**config.mk**
```make
export PLATFORM = sky130hd
export DESIGN_NAME = rstc_top
export DESIGN_NICKNAME = d
export VERILOG_FILES = /design/src/include/rstc_pkg.sv /design/src/core/rstc_in_filter.sv /design/src/core/rstc_top.sv
export SDC_FILE = /design/constraint.sdc
export NUM_CORES = 1
export LEC_CHECK = 0
export ABC_AREA = 1
export BUFFER_PORTS_ARGS = -buffer_cell sky130_fd_sc_hd__buf_2
export CORE_MARGIN = 5
export CORE_UTILIZATION = 55
export CTS_CLUSTER_DIAMETER = 120
export DETAILED_ROUTE_END_ITERATION = 12
export GPL_ROUTABILITY_DRIVEN = 0
export MAX_ROUTING_LAYER = met4
export PLACE_DENSITY = 0.74
export REMOVE_ABC_BUFFERS = 1
export SYNTH_ARGS = -nofsm -noshare
export SYNTH_HDL_FRONTEND = slang
export SYNTH_SLANG_ARGS = --single-unit
```
**constraint.sdc**
```tcl
create_clock -name aclk -period 2.2 [get_ports aclk]
set_clock_uncertainty 0.05 [all_clocks]
set_input_delay 0.11 -clock aclk [delete_from_list [all_inputs] [get_ports aclk]]
set_output_delay 0.11 -clock aclk [all_outputs]
set_load 0.01 [all_outputs]
```
**src/include/rstc_pkg.sv**
```systemverilog
// shared constants and types of the system reset controller
package rstc_pkg;

	// bus geometry
	localparam int ADDR_W = 8;
	localparam int DATA_W = 32;

	// register byte offsets
	localparam logic [7:0] OFF_CTRL   = 8'h00;
	localparam logic [7:0] OFF_SOFT   = 8'h04;
	localparam logic [7:0] OFF_MODULE_ENABLE_BIT  = 8'h08;
	localparam logic [7:0] OFF_CAUSE  = 8'h0C;
	localparam logic [7:0] OFF_STATE  = 8'h10;

	// control register field positions
	localparam int CTRL_KEY_EN_BIT   = 0;
	localparam int CTRL_WDT_MODE_BIT = 1;
	localparam int CTRL_SVD_EN_BIT   = 2;
	localparam int CTRL_KEY_SEL_LSB  = 8;

	// state register field positions
	localparam int STATE_H0_BIT   = 0;
	localparam int STATE_H1_BIT   = 1;
	localparam int STATE_SOFT_LSB = 8;

	// cause register bit positions
	localparam int CAUSE_PIN = 0;
	localparam int CAUSE_PWR = 1;
	localparam int CAUSE_KEY = 2;
	localparam int CAUSE_WDT = 3;
	localparam int CAUSE_SVD = 4;
	localparam int CAUSE_W   = 5;

	// sizes of the peripheral and key pin sets
	localparam int NUM_PERIPH = 8;
	localparam int NUM_KEY    = 4;

	// peripherals whose module enable clear acts as a soft reset
	localparam logic [7:0] MODULE_ENABLE_BIT_RESET_MASK = 8'h0F;

	// reset values
	localparam logic [7:0] MODULE_ENABLE_BIT_RESET = 8'h00;
	localparam logic [3:0] KEY_SEL_RESET = 4'h0;

	// axi response codes
	localparam logic [1:0] RESP_OKAY   = 2'h0;
	localparam logic [1:0] RESP_SLVERR = 2'h2;

	// timing: times in ns, counts derived from the clock period
	localparam int CLK_PERIOD_NS  = 10;
	localparam int HOLD_TIME_NS   = 1000;
	localparam int FILTER_TIME_NS = 200;
	localparam int KEY_TIME_NS    = 20000;
	localparam int HOLD_CYCLES    =
		(HOLD_TIME_NS + CLK_PERIOD_NS - 1) / CLK_PERIOD_NS;
	localparam int FILTER_CYCLES  =
		(FILTER_TIME_NS + CLK_PERIOD_NS - 1) / CLK_PERIOD_NS;
	localparam int KEY_CYCLES     =
		(KEY_TIME_NS + CLK_PERIOD_NS - 1) / CLK_PERIOD_NS;
	localparam int CNT_W          = 12;

	// control fields written by software
	typedef struct packed {
		logic [3:0] key_sel;
		logic       svd_en;
		logic       wdt_mode;
		logic       key_en;
	} rstc_ctrl_t;

	// hard group release sequence, gray coded
	typedef enum logic [1:0] {
		GRP_ASSERT = 2'b00,
		GRP_HOLD   = 2'b01,
		GRP_RUN    = 2'b11
	} rstc_grp_t;

endpackage

```
**src/core/rstc_in_filter.sv**
```systemverilog
// synchroniser and width filter for one asynchronous input
`timescale 1ns/1ns
module rstc_in_filter #(
	parameter int         CYCLES    = 1,
	parameter logic       RST_LEVEL = 1'b0
) (
	// clock and reset
	input  wire logic aclk,
	input  wire logic aresetn,
	// raw input and filtered level
	input  wire logic pin,
	output logic      level
);

	logic                       s1;
	logic                       s2;
	logic                       s3;
	logic [rstc_pkg::CNT_W-1:0] cnt;

	localparam logic [rstc_pkg::CNT_W-1:0] LAST =
		rstc_pkg::CNT_W'(CYCLES - 1);

	// three stage synchroniser, s1 feeds only s2
	always_ff @(posedge aclk) begin
		if (!aresetn) begin
			s1 <= RST_LEVEL;
			s2 <= RST_LEVEL;
			s3 <= RST_LEVEL;
		end else begin
			s1 <= pin;
			s2 <= s1;
			s3 <= s2;
		end
	end

	// a new level must stand for CYCLES agreeing samples
	always_ff @(posedge aclk) begin
		if (!aresetn) begin
			cnt   <= '0;
			level <= RST_LEVEL;
		end else if (s2 != s3 || s3 == level) begin
			cnt <= '0; // short pulses never reach the output
		end else if (cnt == LAST) begin
			cnt   <= '0;
			level <= s3;
		end else begin
			cnt <= cnt + 1'b1;
		end
	end

endmodule

```
**src/core/rstc_top.sv**
```systemverilog
// system reset controller: source collection, groups and axi registers
`timescale 1ns/1ns
module rstc_top (
	// clock and reset
	input  wire logic        aclk,
	input  wire logic        aresetn,
	// reset sources from pins and monitors
	input  wire logic        ext_reset_n,
	input  wire logic        por_detect,
	input  wire logic        bor_detect,
	input  wire logic        svd_drop,
	input  wire logic        supply_stable,
	input  wire logic        osc_stable,
	input  wire logic [3:0]  key_pin_n,
	// watchdog overflow pulse, same clock
	input  wire logic        wdt_overflow,
	// reset group outputs
	output logic             hard_group_all_sources_n,
	output logic             hard_group_pin_power_n,
	output logic [7:0]       soft_group_n,
	output logic [7:0]       module_enable_bit,
	// axi4-lite write address
	input  wire logic [7:0]  s_axi_awaddr,
	input  wire logic [2:0]  s_axi_awprot,
	input  wire logic        s_axi_awvalid,
	output logic             s_axi_awready,
	// axi4-lite write data
	input  wire logic [31:0] s_axi_wdata,
	input  wire logic [3:0]  s_axi_wstrb,
	input  wire logic        s_axi_wvalid,
	output logic             s_axi_wready,
	// axi4-lite write response
	output logic [1:0]       s_axi_bresp,
	output logic             s_axi_bvalid,
	input  wire logic        s_axi_bready,
	// axi4-lite read address
	input  wire logic [7:0]  s_axi_araddr,
	input  wire logic [2:0]  s_axi_arprot,
	input  wire logic        s_axi_arvalid,
	output logic             s_axi_arready,
	// axi4-lite read data
	output logic [31:0]      s_axi_rdata,
	output logic [1:0]       s_axi_rresp,
	output logic             s_axi_rvalid,
	input  wire logic        s_axi_rready
);

	localparam logic [rstc_pkg::CNT_W-1:0] HOLD_LAST =
		rstc_pkg::CNT_W'(rstc_pkg::HOLD_CYCLES - 1);

	// word select of a byte address
	function automatic logic hit(input logic [7:0] addr,
			input logic [7:0] off);
		hit = (addr[7:2] == off[7:2]);
	endfunction

	// any of the mapped offsets
	function automatic logic mapped(input logic [7:0] addr);
		mapped = hit(addr, rstc_pkg::OFF_CTRL)
			| hit(addr, rstc_pkg::OFF_SOFT)
			| hit(addr, rstc_pkg::OFF_MODULE_ENABLE_BIT)
			| hit(addr, rstc_pkg::OFF_CAUSE)
			| hit(addr, rstc_pkg::OFF_STATE);
	endfunction

	// filtered source levels
	logic       pin_lvl;
	logic       por_lvl;
	logic       bor_lvl;
	logic       svd_lvl;
	logic       vdd_ok_lvl;
	logic       osc_ok_lvl;
	logic [3:0] key_lvl;

	// software state
	rstc_pkg::rstc_ctrl_t ctrl;
	logic [4:0]           cause;
	logic [7:0]           soft_req;

	// bus state
	logic        aw_held;
	logic [7:0]  aw_addr;
	logic        w_held;
	logic [31:0] w_data;
	logic [3:0]  w_strb;
	logic        next_aw_held;
	logic        next_w_held;
	logic        next_bvalid;
	logic        next_rvalid;
	logic        wr_fire;

	// group sequencing
	rstc_pkg::rstc_grp_t        state [2];
	rstc_pkg::rstc_grp_t        next_state [2];
	logic [rstc_pkg::CNT_W-1:0] hold_cnt [2];
	logic [1:0]                 grp_req;

	// request levels of the sources
	logic pin_req;
	logic pwr_req;
	logic key_req;
	logic wdt_req;
	logic svd_req;
	logic unstable;

	// pin noise filter; idle level is high from the pull-up
	rstc_in_filter #(
		.CYCLES    (rstc_pkg::FILTER_CYCLES),
		.RST_LEVEL (1'b1)
	) u_pin_filt (
		.aclk    (aclk),
		.aresetn (aresetn),
		.pin     (ext_reset_n),
		.level   (pin_lvl)
	);

	// monitors start idle so reset logs no false cause; state holds reset
	rstc_in_filter #(.CYCLES(1), .RST_LEVEL(1'b0)) u_por_filt (
		.aclk    (aclk),
		.aresetn (aresetn),
		.pin     (por_detect),
		.level   (por_lvl)
	);
	rstc_in_filter #(.CYCLES(1), .RST_LEVEL(1'b0)) u_bor_filt (
		.aclk    (aclk),
		.aresetn (aresetn),
		.pin     (bor_detect),
		.level   (bor_lvl)
	);
	rstc_in_filter #(.CYCLES(1), .RST_LEVEL(1'b0)) u_svd_filt (
		.aclk    (aclk),
		.aresetn (aresetn),
		.pin     (svd_drop),
		.level   (svd_lvl)
	);
	rstc_in_filter #(.CYCLES(1), .RST_LEVEL(1'b0)) u_vdd_filt (
		.aclk    (aclk),
		.aresetn (aresetn),
		.pin     (supply_stable),
		.level   (vdd_ok_lvl)
	);
	rstc_in_filter #(.CYCLES(1), .RST_LEVEL(1'b0)) u_osc_filt (
		.aclk    (aclk),
		.aresetn (aresetn),
		.pin     (osc_stable),
		.level   (osc_ok_lvl)
	);

	// key pins must stay low for the key time to count
	for (genvar k = 0; k < rstc_pkg::NUM_KEY; k++) begin : g_key
		rstc_in_filter #(
			.CYCLES    (rstc_pkg::KEY_CYCLES),
			.RST_LEVEL (1'b1)
		) u_key_filt (
			.aclk    (aclk),
			.aresetn (aresetn),
			.pin     (key_pin_n[k]),
			.level   (key_lvl[k])
		);
	end

	// source requests
	assign pin_req  = ~pin_lvl;
	assign pwr_req  = por_lvl | bor_lvl;
	assign key_req  = ctrl.key_en & (|ctrl.key_sel)
		& ((key_lvl & ctrl.key_sel) == 4'h0);
	assign wdt_req  = ctrl.wdt_mode & wdt_overflow;
	assign svd_req  = ctrl.svd_en & svd_lvl;
	assign unstable = ~vdd_ok_lvl | ~osc_ok_lvl;

	// group membership; a one-cycle watchdog pulse is stretched by the hold
	assign grp_req[0] = pin_req | pwr_req | key_req | wdt_req | svd_req
		| unstable;
	assign grp_req[1] = pin_req | pwr_req | unstable;

	// release sequence: any request returns to assert at once
	always_comb begin
		for (int g = 0; g < 2; g++) begin
			next_state[g] = state[g];
			if (grp_req[g]) begin
				next_state[g] = rstc_pkg::GRP_ASSERT;
			end else begin
				unique case (state[g])
					rstc_pkg::GRP_ASSERT: begin
						next_state[g] = rstc_pkg::GRP_HOLD;
					end
					rstc_pkg::GRP_HOLD: begin
						if (hold_cnt[g] == HOLD_LAST) begin
							next_state[g] = rstc_pkg::GRP_RUN;
						end
					end
					rstc_pkg::GRP_RUN: begin
						next_state[g] = rstc_pkg::GRP_RUN;
					end
					default: begin
						next_state[g] = rstc_pkg::GRP_ASSERT;
					end
				endcase
			end
		end
	end

	// group state, hold counters and registered reset outputs
	always_ff @(posedge aclk) begin
		if (!aresetn) begin
			for (int g = 0; g < 2; g++) begin
				state[g]    <= rstc_pkg::GRP_ASSERT;
				hold_cnt[g] <= '0;
			end
			hard_group_all_sources_n <= 1'b0;
			hard_group_pin_power_n   <= 1'b0;
		end else begin
			for (int g = 0; g < 2; g++) begin
				state[g] <= next_state[g];
				if (next_state[g] == rstc_pkg::GRP_HOLD) begin
					hold_cnt[g] <= (state[g] == rstc_pkg::GRP_HOLD)
						? hold_cnt[g] + 1'b1 : '0;
				end else begin
					hold_cnt[g] <= '0;
				end
			end
			// release only on a clock edge, never mid-cycle
			hard_group_all_sources_n <=
				(next_state[0] == rstc_pkg::GRP_RUN);
			hard_group_pin_power_n   <=
				(next_state[1] == rstc_pkg::GRP_RUN);
		end
	end

	// write path bookkeeping
	assign wr_fire = aw_held & w_held & ~s_axi_bvalid;

	always_comb begin
		next_aw_held = aw_held;
		next_w_held  = w_held;
		next_bvalid  = s_axi_bvalid;
		next_rvalid  = s_axi_rvalid;
		if (s_axi_awvalid & s_axi_awready) begin
			next_aw_held = 1'b1;
		end
		if (s_axi_wvalid & s_axi_wready) begin
			next_w_held = 1'b1;
		end
		if (wr_fire) begin
			next_aw_held = 1'b0;
			next_w_held  = 1'b0;
			next_bvalid  = 1'b1;
		end else if (s_axi_bvalid & s_axi_bready) begin
			next_bvalid = 1'b0;
		end
		if (s_axi_arvalid & s_axi_arready) begin
			next_rvalid = 1'b1;
		end else if (s_axi_rvalid & s_axi_rready) begin
			next_rvalid = 1'b0;
		end
	end

	// address and data capture, either order
	always_ff @(posedge aclk) begin
		if (!aresetn) begin
			aw_held       <= 1'b0;
			w_held        <= 1'b0;
			aw_addr       <= 8'h00;
			w_data        <= 32'h00000000;
			w_strb        <= 4'h0;
			s_axi_awready <= 1'b0;
			s_axi_wready  <= 1'b0;
			s_axi_bvalid  <= 1'b0;
			s_axi_bresp   <= rstc_pkg::RESP_OKAY;
		end else begin
			aw_held       <= next_aw_held;
			w_held        <= next_w_held;
			s_axi_bvalid  <= next_bvalid;
			// no new beat while a response is still owed
			s_axi_awready <= ~next_aw_held & ~next_bvalid;
			s_axi_wready  <= ~next_w_held & ~next_bvalid;
			if (s_axi_awvalid & s_axi_awready) begin
				aw_addr <= s_axi_awaddr;
			end
			if (s_axi_wvalid & s_axi_wready) begin
				w_data <= s_axi_wdata;
				w_strb <= s_axi_wstrb;
			end
			if (wr_fire) begin
				s_axi_bresp <= mapped(aw_addr) ? rstc_pkg::RESP_OKAY
					: rstc_pkg::RESP_SLVERR;
			end
		end
	end

	// control and module enable registers
	always_ff @(posedge aclk) begin
		if (!aresetn) begin
			ctrl              <= '0;
			ctrl.key_sel      <= rstc_pkg::KEY_SEL_RESET;
			module_enable_bit <= rstc_pkg::MODULE_ENABLE_BIT_RESET;
		end else if (wr_fire) begin
			if (hit(aw_addr, rstc_pkg::OFF_CTRL) && w_strb[0]) begin
				ctrl.key_en   <= w_data[rstc_pkg::CTRL_KEY_EN_BIT];
				ctrl.wdt_mode <= w_data[rstc_pkg::CTRL_WDT_MODE_BIT];
				ctrl.svd_en   <= w_data[rstc_pkg::CTRL_SVD_EN_BIT];
			end
			if (hit(aw_addr, rstc_pkg::OFF_CTRL) && w_strb[1]) begin
				ctrl.key_sel <= w_data[rstc_pkg::CTRL_KEY_SEL_LSB +: 4];
			end
			// only module_enable_bit changes; other control state is left alone
			if (hit(aw_addr, rstc_pkg::OFF_MODULE_ENABLE_BIT) && w_strb[0]) begin
				module_enable_bit <= w_data[7:0];
			end
		end
	end

	// soft reset pulses: bit writes plus masked enable clears
	always_comb begin
		soft_req = 8'h00;
		if (wr_fire && w_strb[0]) begin
			if (hit(aw_addr, rstc_pkg::OFF_SOFT)) begin
				soft_req = w_data[7:0];
			end
			if (hit(aw_addr, rstc_pkg::OFF_MODULE_ENABLE_BIT)) begin
				soft_req = module_enable_bit & ~w_data[7:0]
					& rstc_pkg::MODULE_ENABLE_BIT_RESET_MASK;
			end
		end
	end

	// soft group has no hold: low for one cycle, the cycle after the request
	always_ff @(posedge aclk) begin
		if (!aresetn) begin
			soft_group_n <= 8'hFF;
		end else begin
			soft_group_n <= ~soft_req;
		end
	end

	// sticky cause flags; a new event beats a same-cycle clear
	always_ff @(posedge aclk) begin
		if (!aresetn) begin
			cause <= 5'h00;
		end else begin
			if (wr_fire && w_strb[0]
					&& hit(aw_addr, rstc_pkg::OFF_CAUSE)) begin
				cause <= (cause & ~w_data[4:0])
					| {svd_req, wdt_req, key_req, pwr_req, pin_req};
			end else begin
				cause <= cause
					| {svd_req, wdt_req, key_req, pwr_req, pin_req};
			end
		end
	end

	// read channel
	always_ff @(posedge aclk) begin
		if (!aresetn) begin
			s_axi_arready <= 1'b0;
			s_axi_rvalid  <= 1'b0;
			s_axi_rdata   <= 32'h00000000;
			s_axi_rresp   <= rstc_pkg::RESP_OKAY;
		end else begin
			s_axi_rvalid  <= next_rvalid;
			s_axi_arready <= ~next_rvalid;
			if (s_axi_arvalid & s_axi_arready) begin
				s_axi_rdata <= 32'h00000000;
				s_axi_rresp <= rstc_pkg::RESP_OKAY;
				if (hit(s_axi_araddr, rstc_pkg::OFF_CTRL)) begin
					s_axi_rdata[rstc_pkg::CTRL_KEY_EN_BIT]   <= ctrl.key_en;
					s_axi_rdata[rstc_pkg::CTRL_WDT_MODE_BIT] <= ctrl.wdt_mode;
					s_axi_rdata[rstc_pkg::CTRL_SVD_EN_BIT]   <= ctrl.svd_en;
					s_axi_rdata[rstc_pkg::CTRL_KEY_SEL_LSB +: 4] <=
						ctrl.key_sel;
				end else if (hit(s_axi_araddr, rstc_pkg::OFF_MODULE_ENABLE_BIT)) begin
					s_axi_rdata[7:0] <= module_enable_bit;
				end else if (hit(s_axi_araddr, rstc_pkg::OFF_CAUSE)) begin
					s_axi_rdata[4:0] <= cause;
				end else if (hit(s_axi_araddr, rstc_pkg::OFF_STATE)) begin
					s_axi_rdata[rstc_pkg::STATE_H0_BIT] <=
						hard_group_all_sources_n;
					s_axi_rdata[rstc_pkg::STATE_H1_BIT] <=
						hard_group_pin_power_n;
					s_axi_rdata[rstc_pkg::STATE_SOFT_LSB +: 8] <=
						~soft_group_n;
				end else if (!hit(s_axi_araddr, rstc_pkg::OFF_SOFT)) begin
					s_axi_rresp <= rstc_pkg::RESP_SLVERR;
				end
			end
		end
	end

endmodule

```
==> summary.md <==
The flow ran to the end, and the final reports show no timing, DRC or antenna violations. The number of inserted filler cells in the final layout came out at 1832. The library cell used most frequently in the layout, excluding fill and tap cells, is sky130_fd_sc_hd__nand2_1. The kind of cell with the highest combined delay along the critical path is buffers and inverters.

In this run the worst setup path terminates at s_axi_rdata[0]$_SDFFE_PN0P_. Of the total power, registers draw 49.9%. The top cell types in the final layout, fill and taps aside, are sky130_fd_sc_hd__nand2_1, sky130_fd_sc_hd__dfxtp_1, sky130_fd_sc_hd__inv_1. The standard cell with the maximum stage delay on the critical path is sky130_fd_sc_hd__dlygate4sd3_1. The path class of the tightest hold or removal check is in2reg.

For this block, the via count after detailed routing is 9719. The worst setup path is captured at a flip-flop. In this run the post-CTS setup repair buffer count came out at 0. The clock transition at the registers of the reported paths is 0.06 ns, and the static power due to leakage is 0.005420 uW. The net switching power of the design was 2149 uW. The number of antenna violations at the first check in global routing was 0; the largest fanout on the critical path was 3. The hold buffer count at CTS is 39. Measured along the x axis, the die boundary spans 154.8 microns. The port buffer count is 84. Setup repair after global routing left no endpoint under its margin. The start-to-end type of the worst setup path is in2reg. In this run the vertical extent of the chip is 154.8 microns. The areal power density over the cells came out at 735.8 nW/um^2. The first global-routing pass estimated 41750 microns of wire.

For the worst setup slack for register-to-register paths, the log shows 0.44 ns. The fraction of layout cells with a size suffix above 1 is 12.58%, and the clock period minus worst slack is 2.040 ns. The synthesized design contains 12 enable-type register cells. Cells fill 64.53% of the core in the end. The startpoint identified for the worst register-to-register timing path is hold_cnt[0][0]$_SDFFCE_PP0P_. The internal portion of the total power is 7737 uW. The measured slew at the worst slew-check pin works out to 0.5272 ns. During I/O placement, the number of pins put on the boundary was 135.

The root buffer cell chosen for the clock tree is sky130_fd_sc_hd__clkbuf_16. The start point of the critical path was s_axi_araddr[6]. The number of nets with antenna violations after routing came out at 0. The floorplan step defined a core boundary enclosing 20820 sq um. Combinational logic burns 4.4% of the power. The tools report the floorplan die area as 23960 sq um. The number of slew-limit violations in the final report is 0, and the delay of the slowest critical-path stage is 0.61 ns.

For the worst-skew pair, the clock arrives at the later sink with an insertion delay of 0.53 ns. A synthesized cell averages 7.632 sq um. The logs give 0 for the total count of hold-check failures in the final report and 21.02% for the total track usage.

The signal on the critical path passes through dlygate4sd3_1 > buf_2 > nor2_2 > dlygate4sd3_1 > nand4_1 > dlygate4sd3_1 > nand3_1 > nand2_1 > a21oi_1. The worst ir drop on vdd was 0.5983 mV; the final setup TNS was 0 ns. The average via count per standard cell is 4.999.

After synthesis, flip-flops and latches occupy 46.70% of the total area. For this design, the sink count on the clock tree is 263. Once the floorplan was initialized, standard cells occupied 55.38% of the core.

The cell count along the critical path is 9, and the maximum level of the CTS H-tree is 1. The number of global-route vias before repair is 9277. For this run, design rule violations remaining after detail routing come to 0. In this run, the number of DRC markers left after iteration 0 of detailed routing was 559. The run gives 0.1595 ns as the minimum setup slack in the final design. The number of cells on the worst reg-to-reg path is 6. The area overhead of the layout relative to synthesis is 16.51%. STA classifies the critical path startpoint as an input pin. The final setup violation count is 0. The endpoint required time on the critical path is 2.62 ns. The wire-length estimate of the detail-placed layout is 17600 microns.

Counting along the longest clock path gives a buffer depth of 3. For this run, the leading register cell type out of synthesis is sky130_fd_sc_hd__dfxtp_1. The number of antenna diodes in the final layout is 0. In this run the tightest slew margin relative to its limit is 64.75%. Sorting the synthesized cells by area gives the leading types as sky130_fd_sc_hd__dfxtp_1, sky130_fd_sc_hd__nand2_1, sky130_fd_sc_hd__inv_1, sky130_fd_sc_hd__nor2_1, sky130_fd_sc_hd__a21oi_1. The count of unique library cells instantiated by Yosys was 47; the post-layout net count was 1743. Net switching is 21.74% of the power. The run gives 53 as the number of rows in the core area.

The warning count from the yosys run is 0. TritonCTS built the clock tree. The async set-reset flop share out of synthesis is 0%. For this run the aggregate overflow at the end of global routing stands at 0.

The post-cts gate resize count was 0. Entering global routing, the biggest net connects 78 pins. The area fraction of the dominant cell type after synthesis was 43.57%; the post-placement setup slack was 0.4721 ns. Among the stages of the critical path, the cell type that occurs most often is sky130_fd_sc_hd__dlygate4sd3_1. The number of instances in the synthesized netlist came out at 1511.

The highest clock frequency the design can meet is 0.4901 GHz. The endpoint arrival time on the critical path is 2.46 ns, and the routed length per placed instance is 12.71 microns. The share of the cycle needed by the critical path after routing works out to 92.75%.

The tools report the number of buffers added by the clock tree synthesis step as 28. Share of total power in the clock network: 45.7%. The endpoint identified for the worst register-to-register timing path is hold_cnt[0][10]$_SDFFCE_PP0P_. Summed over all instances, the cell type with the most area after synthesis is sky130_fd_sc_hd__dfxtp_1. Counting both buffers and inverters, the worst setup path holds a total of 4. The cell area that synthesis handed to floorplanning was 11530 sq um.

The logs give 5 for the number of detailed-routing iterations run before antenna repair and 0 for the max-cap violation count. After synthesis the netlist holds a flip-flop and latch count of 263. Summed over all layers, the routed wires come to 24710 microns.
metrics by stage:
step	instance area, sq um	total power (uW)	cells	hold slack, ns
6_report	13440	9886	1944	0.04274
5_1_grt	13440	10250	1944	0.05489
4_1_cts	13440	9965	1944	0.008085
3_5_place_dp	12160	5418	1856	0.2521
3_3_place_gp	12160	5410	1856	0.2517
2_1_floorplan	11330	5249	1490	0.1288
final cells by class:
cell class / count / area [sq um] / share of cell area (%)
clock buffer: 43 / 828.3 / 6.164
multi-input combinational: 1014 / 5149 / 38.32
inverter: 213 / 799.5 / 5.950
clock inverter: 6 / 55.05 / 0.4097
sequential: 263 / 5385 / 40.08
timing repair buffer: 130 / 875.8 / 6.518
tap: 275 / 344.1 / 2.561
registers in the layout (all words and copies together) (netlist names), 2 cells and up:
signal	count
aw_addr	6
cause	5
ctrl	7
g_key.u_key_filt.cnt	48
g_key.u_key_filt.level	4
g_key.u_key_filt.s1	4
g_key.u_key_filt.s2	4
g_key.u_key_filt.s3	4
hold_cnt	24
module_enable_bit	8
s_axi_rdata	16
soft_group_n	8
state	4
u_bor_filt.cnt	12
u_osc_filt.cnt	12
u_pin_filt.cnt	12
u_por_filt.cnt	12
u_svd_filt.cnt	12
u_vdd_filt.cnt	12
w_data	12
w_strb	2
metal layers:
metal | share of wire [%] | routed length (microns) | vias to the layer above | GRT usage, %
met1 | 45 | 11160 | 4427 | 26.61
met4 | 2.0 | 486 | 0 | 5.383
li1 | - | - | 5079 | -
met3 | 5.7 | 1408 | 40 | 3.162
met5 | 0 | 0 | - | -
met2 | 47 | 11660 | 173 | 35.46
power groups by stage:
stage | clock network [uW] | logic, uW | registers, uW
finish | 4520 | 436 | 4940
global route | 4820 | 491 | 4940
CTS | 4600 | 435 | 4940
detailed placement | 0 | 379 | 5040
global placement | 0 | 374 | 5040
floorplan | 0 | 219 | 5030
synthesized netlist by cell type, types with 7 or more instances:
| master | number |
|---|---|
| sky130_fd_sc_hd__o211ai_1 | 7 |
| sky130_fd_sc_hd__xnor2_1 | 11 |
| sky130_fd_sc_hd__a21oi_1 | 109 |
| sky130_fd_sc_hd__o21ai_0 | 66 |
| sky130_fd_sc_hd__nand2_1 | 255 |
| sky130_fd_sc_hd__inv_1 | 204 |
| sky130_fd_sc_hd__nand3_1 | 103 |
| sky130_fd_sc_hd__xor2_1 | 29 |
| sky130_fd_sc_hd__or2_2 | 16 |
| sky130_fd_sc_hd__ha_1 | 17 |
| sky130_fd_sc_hd__edfxtp_1 | 12 |
| sky130_fd_sc_hd__nand4_1 | 33 |
| sky130_fd_sc_hd__buf_4 | 24 |
| sky130_fd_sc_hd__inv_2 | 9 |
| sky130_fd_sc_hd__clkbuf_1 | 10 |
| sky130_fd_sc_hd__nor3b_1 | 9 |
| sky130_fd_sc_hd__nor2_1 | 202 |
| sky130_fd_sc_hd__nor2_2 | 13 |
| sky130_fd_sc_hd__nor3_2 | 14 |
| sky130_fd_sc_hd__nor3_1 | 43 |
| sky130_fd_sc_hd__dfxtp_1 | 251 |
| sky130_fd_sc_hd__buf_2 | 11 |
how the worst min path moves through the flow:
stage                          from                                end  slack, ns  cells past startpoint
CTS                 s_axi_araddr[4]        s_axi_rresp[1]$_SDFFE_PN0P_      0.008                      5
global placement         por_detect           u_por_filt.s1$_SDFF_PN0_       0.25                      3
global route        s_axi_araddr[4]        s_axi_rresp[1]$_SDFFE_PN0P_       0.05                      5
finish              s_axi_araddr[4]        s_axi_rresp[1]$_SDFFE_PN0P_       0.04                      5
floorplan                   aresetn  g_key[0].u_key_filt.s3$_SDFF_PN1_       0.13                      1
detailed placement     key_pin_n[3]  g_key[3].u_key_filt.s1$_SDFF_PN1_       0.25                      2
worst min-delay path: stages:
cell	delay [ns]
sky130_fd_sc_hd__buf_2	0.10
sky130_fd_sc_hd__nor2_1	0.06
sky130_fd_sc_hd__nand2_1	0.13
sky130_fd_sc_hd__nand2_1	0.07
sky130_fd_sc_hd__a21oi_1	0.11
cells by family (layout without fill, tap and decap cells):
family	after synthesis	after routing	share of synthesized area, %
xor+xnor	40	40	3.038
buf+inv	262	392	9.569
flops	263	263	46.70
simple gates	723	723	29.33
fa+ha+maj	17	17	1.844
other cells	2	30	0.06512
compound gates	204	204	9.461
Power figures use the tool's default switching activity.
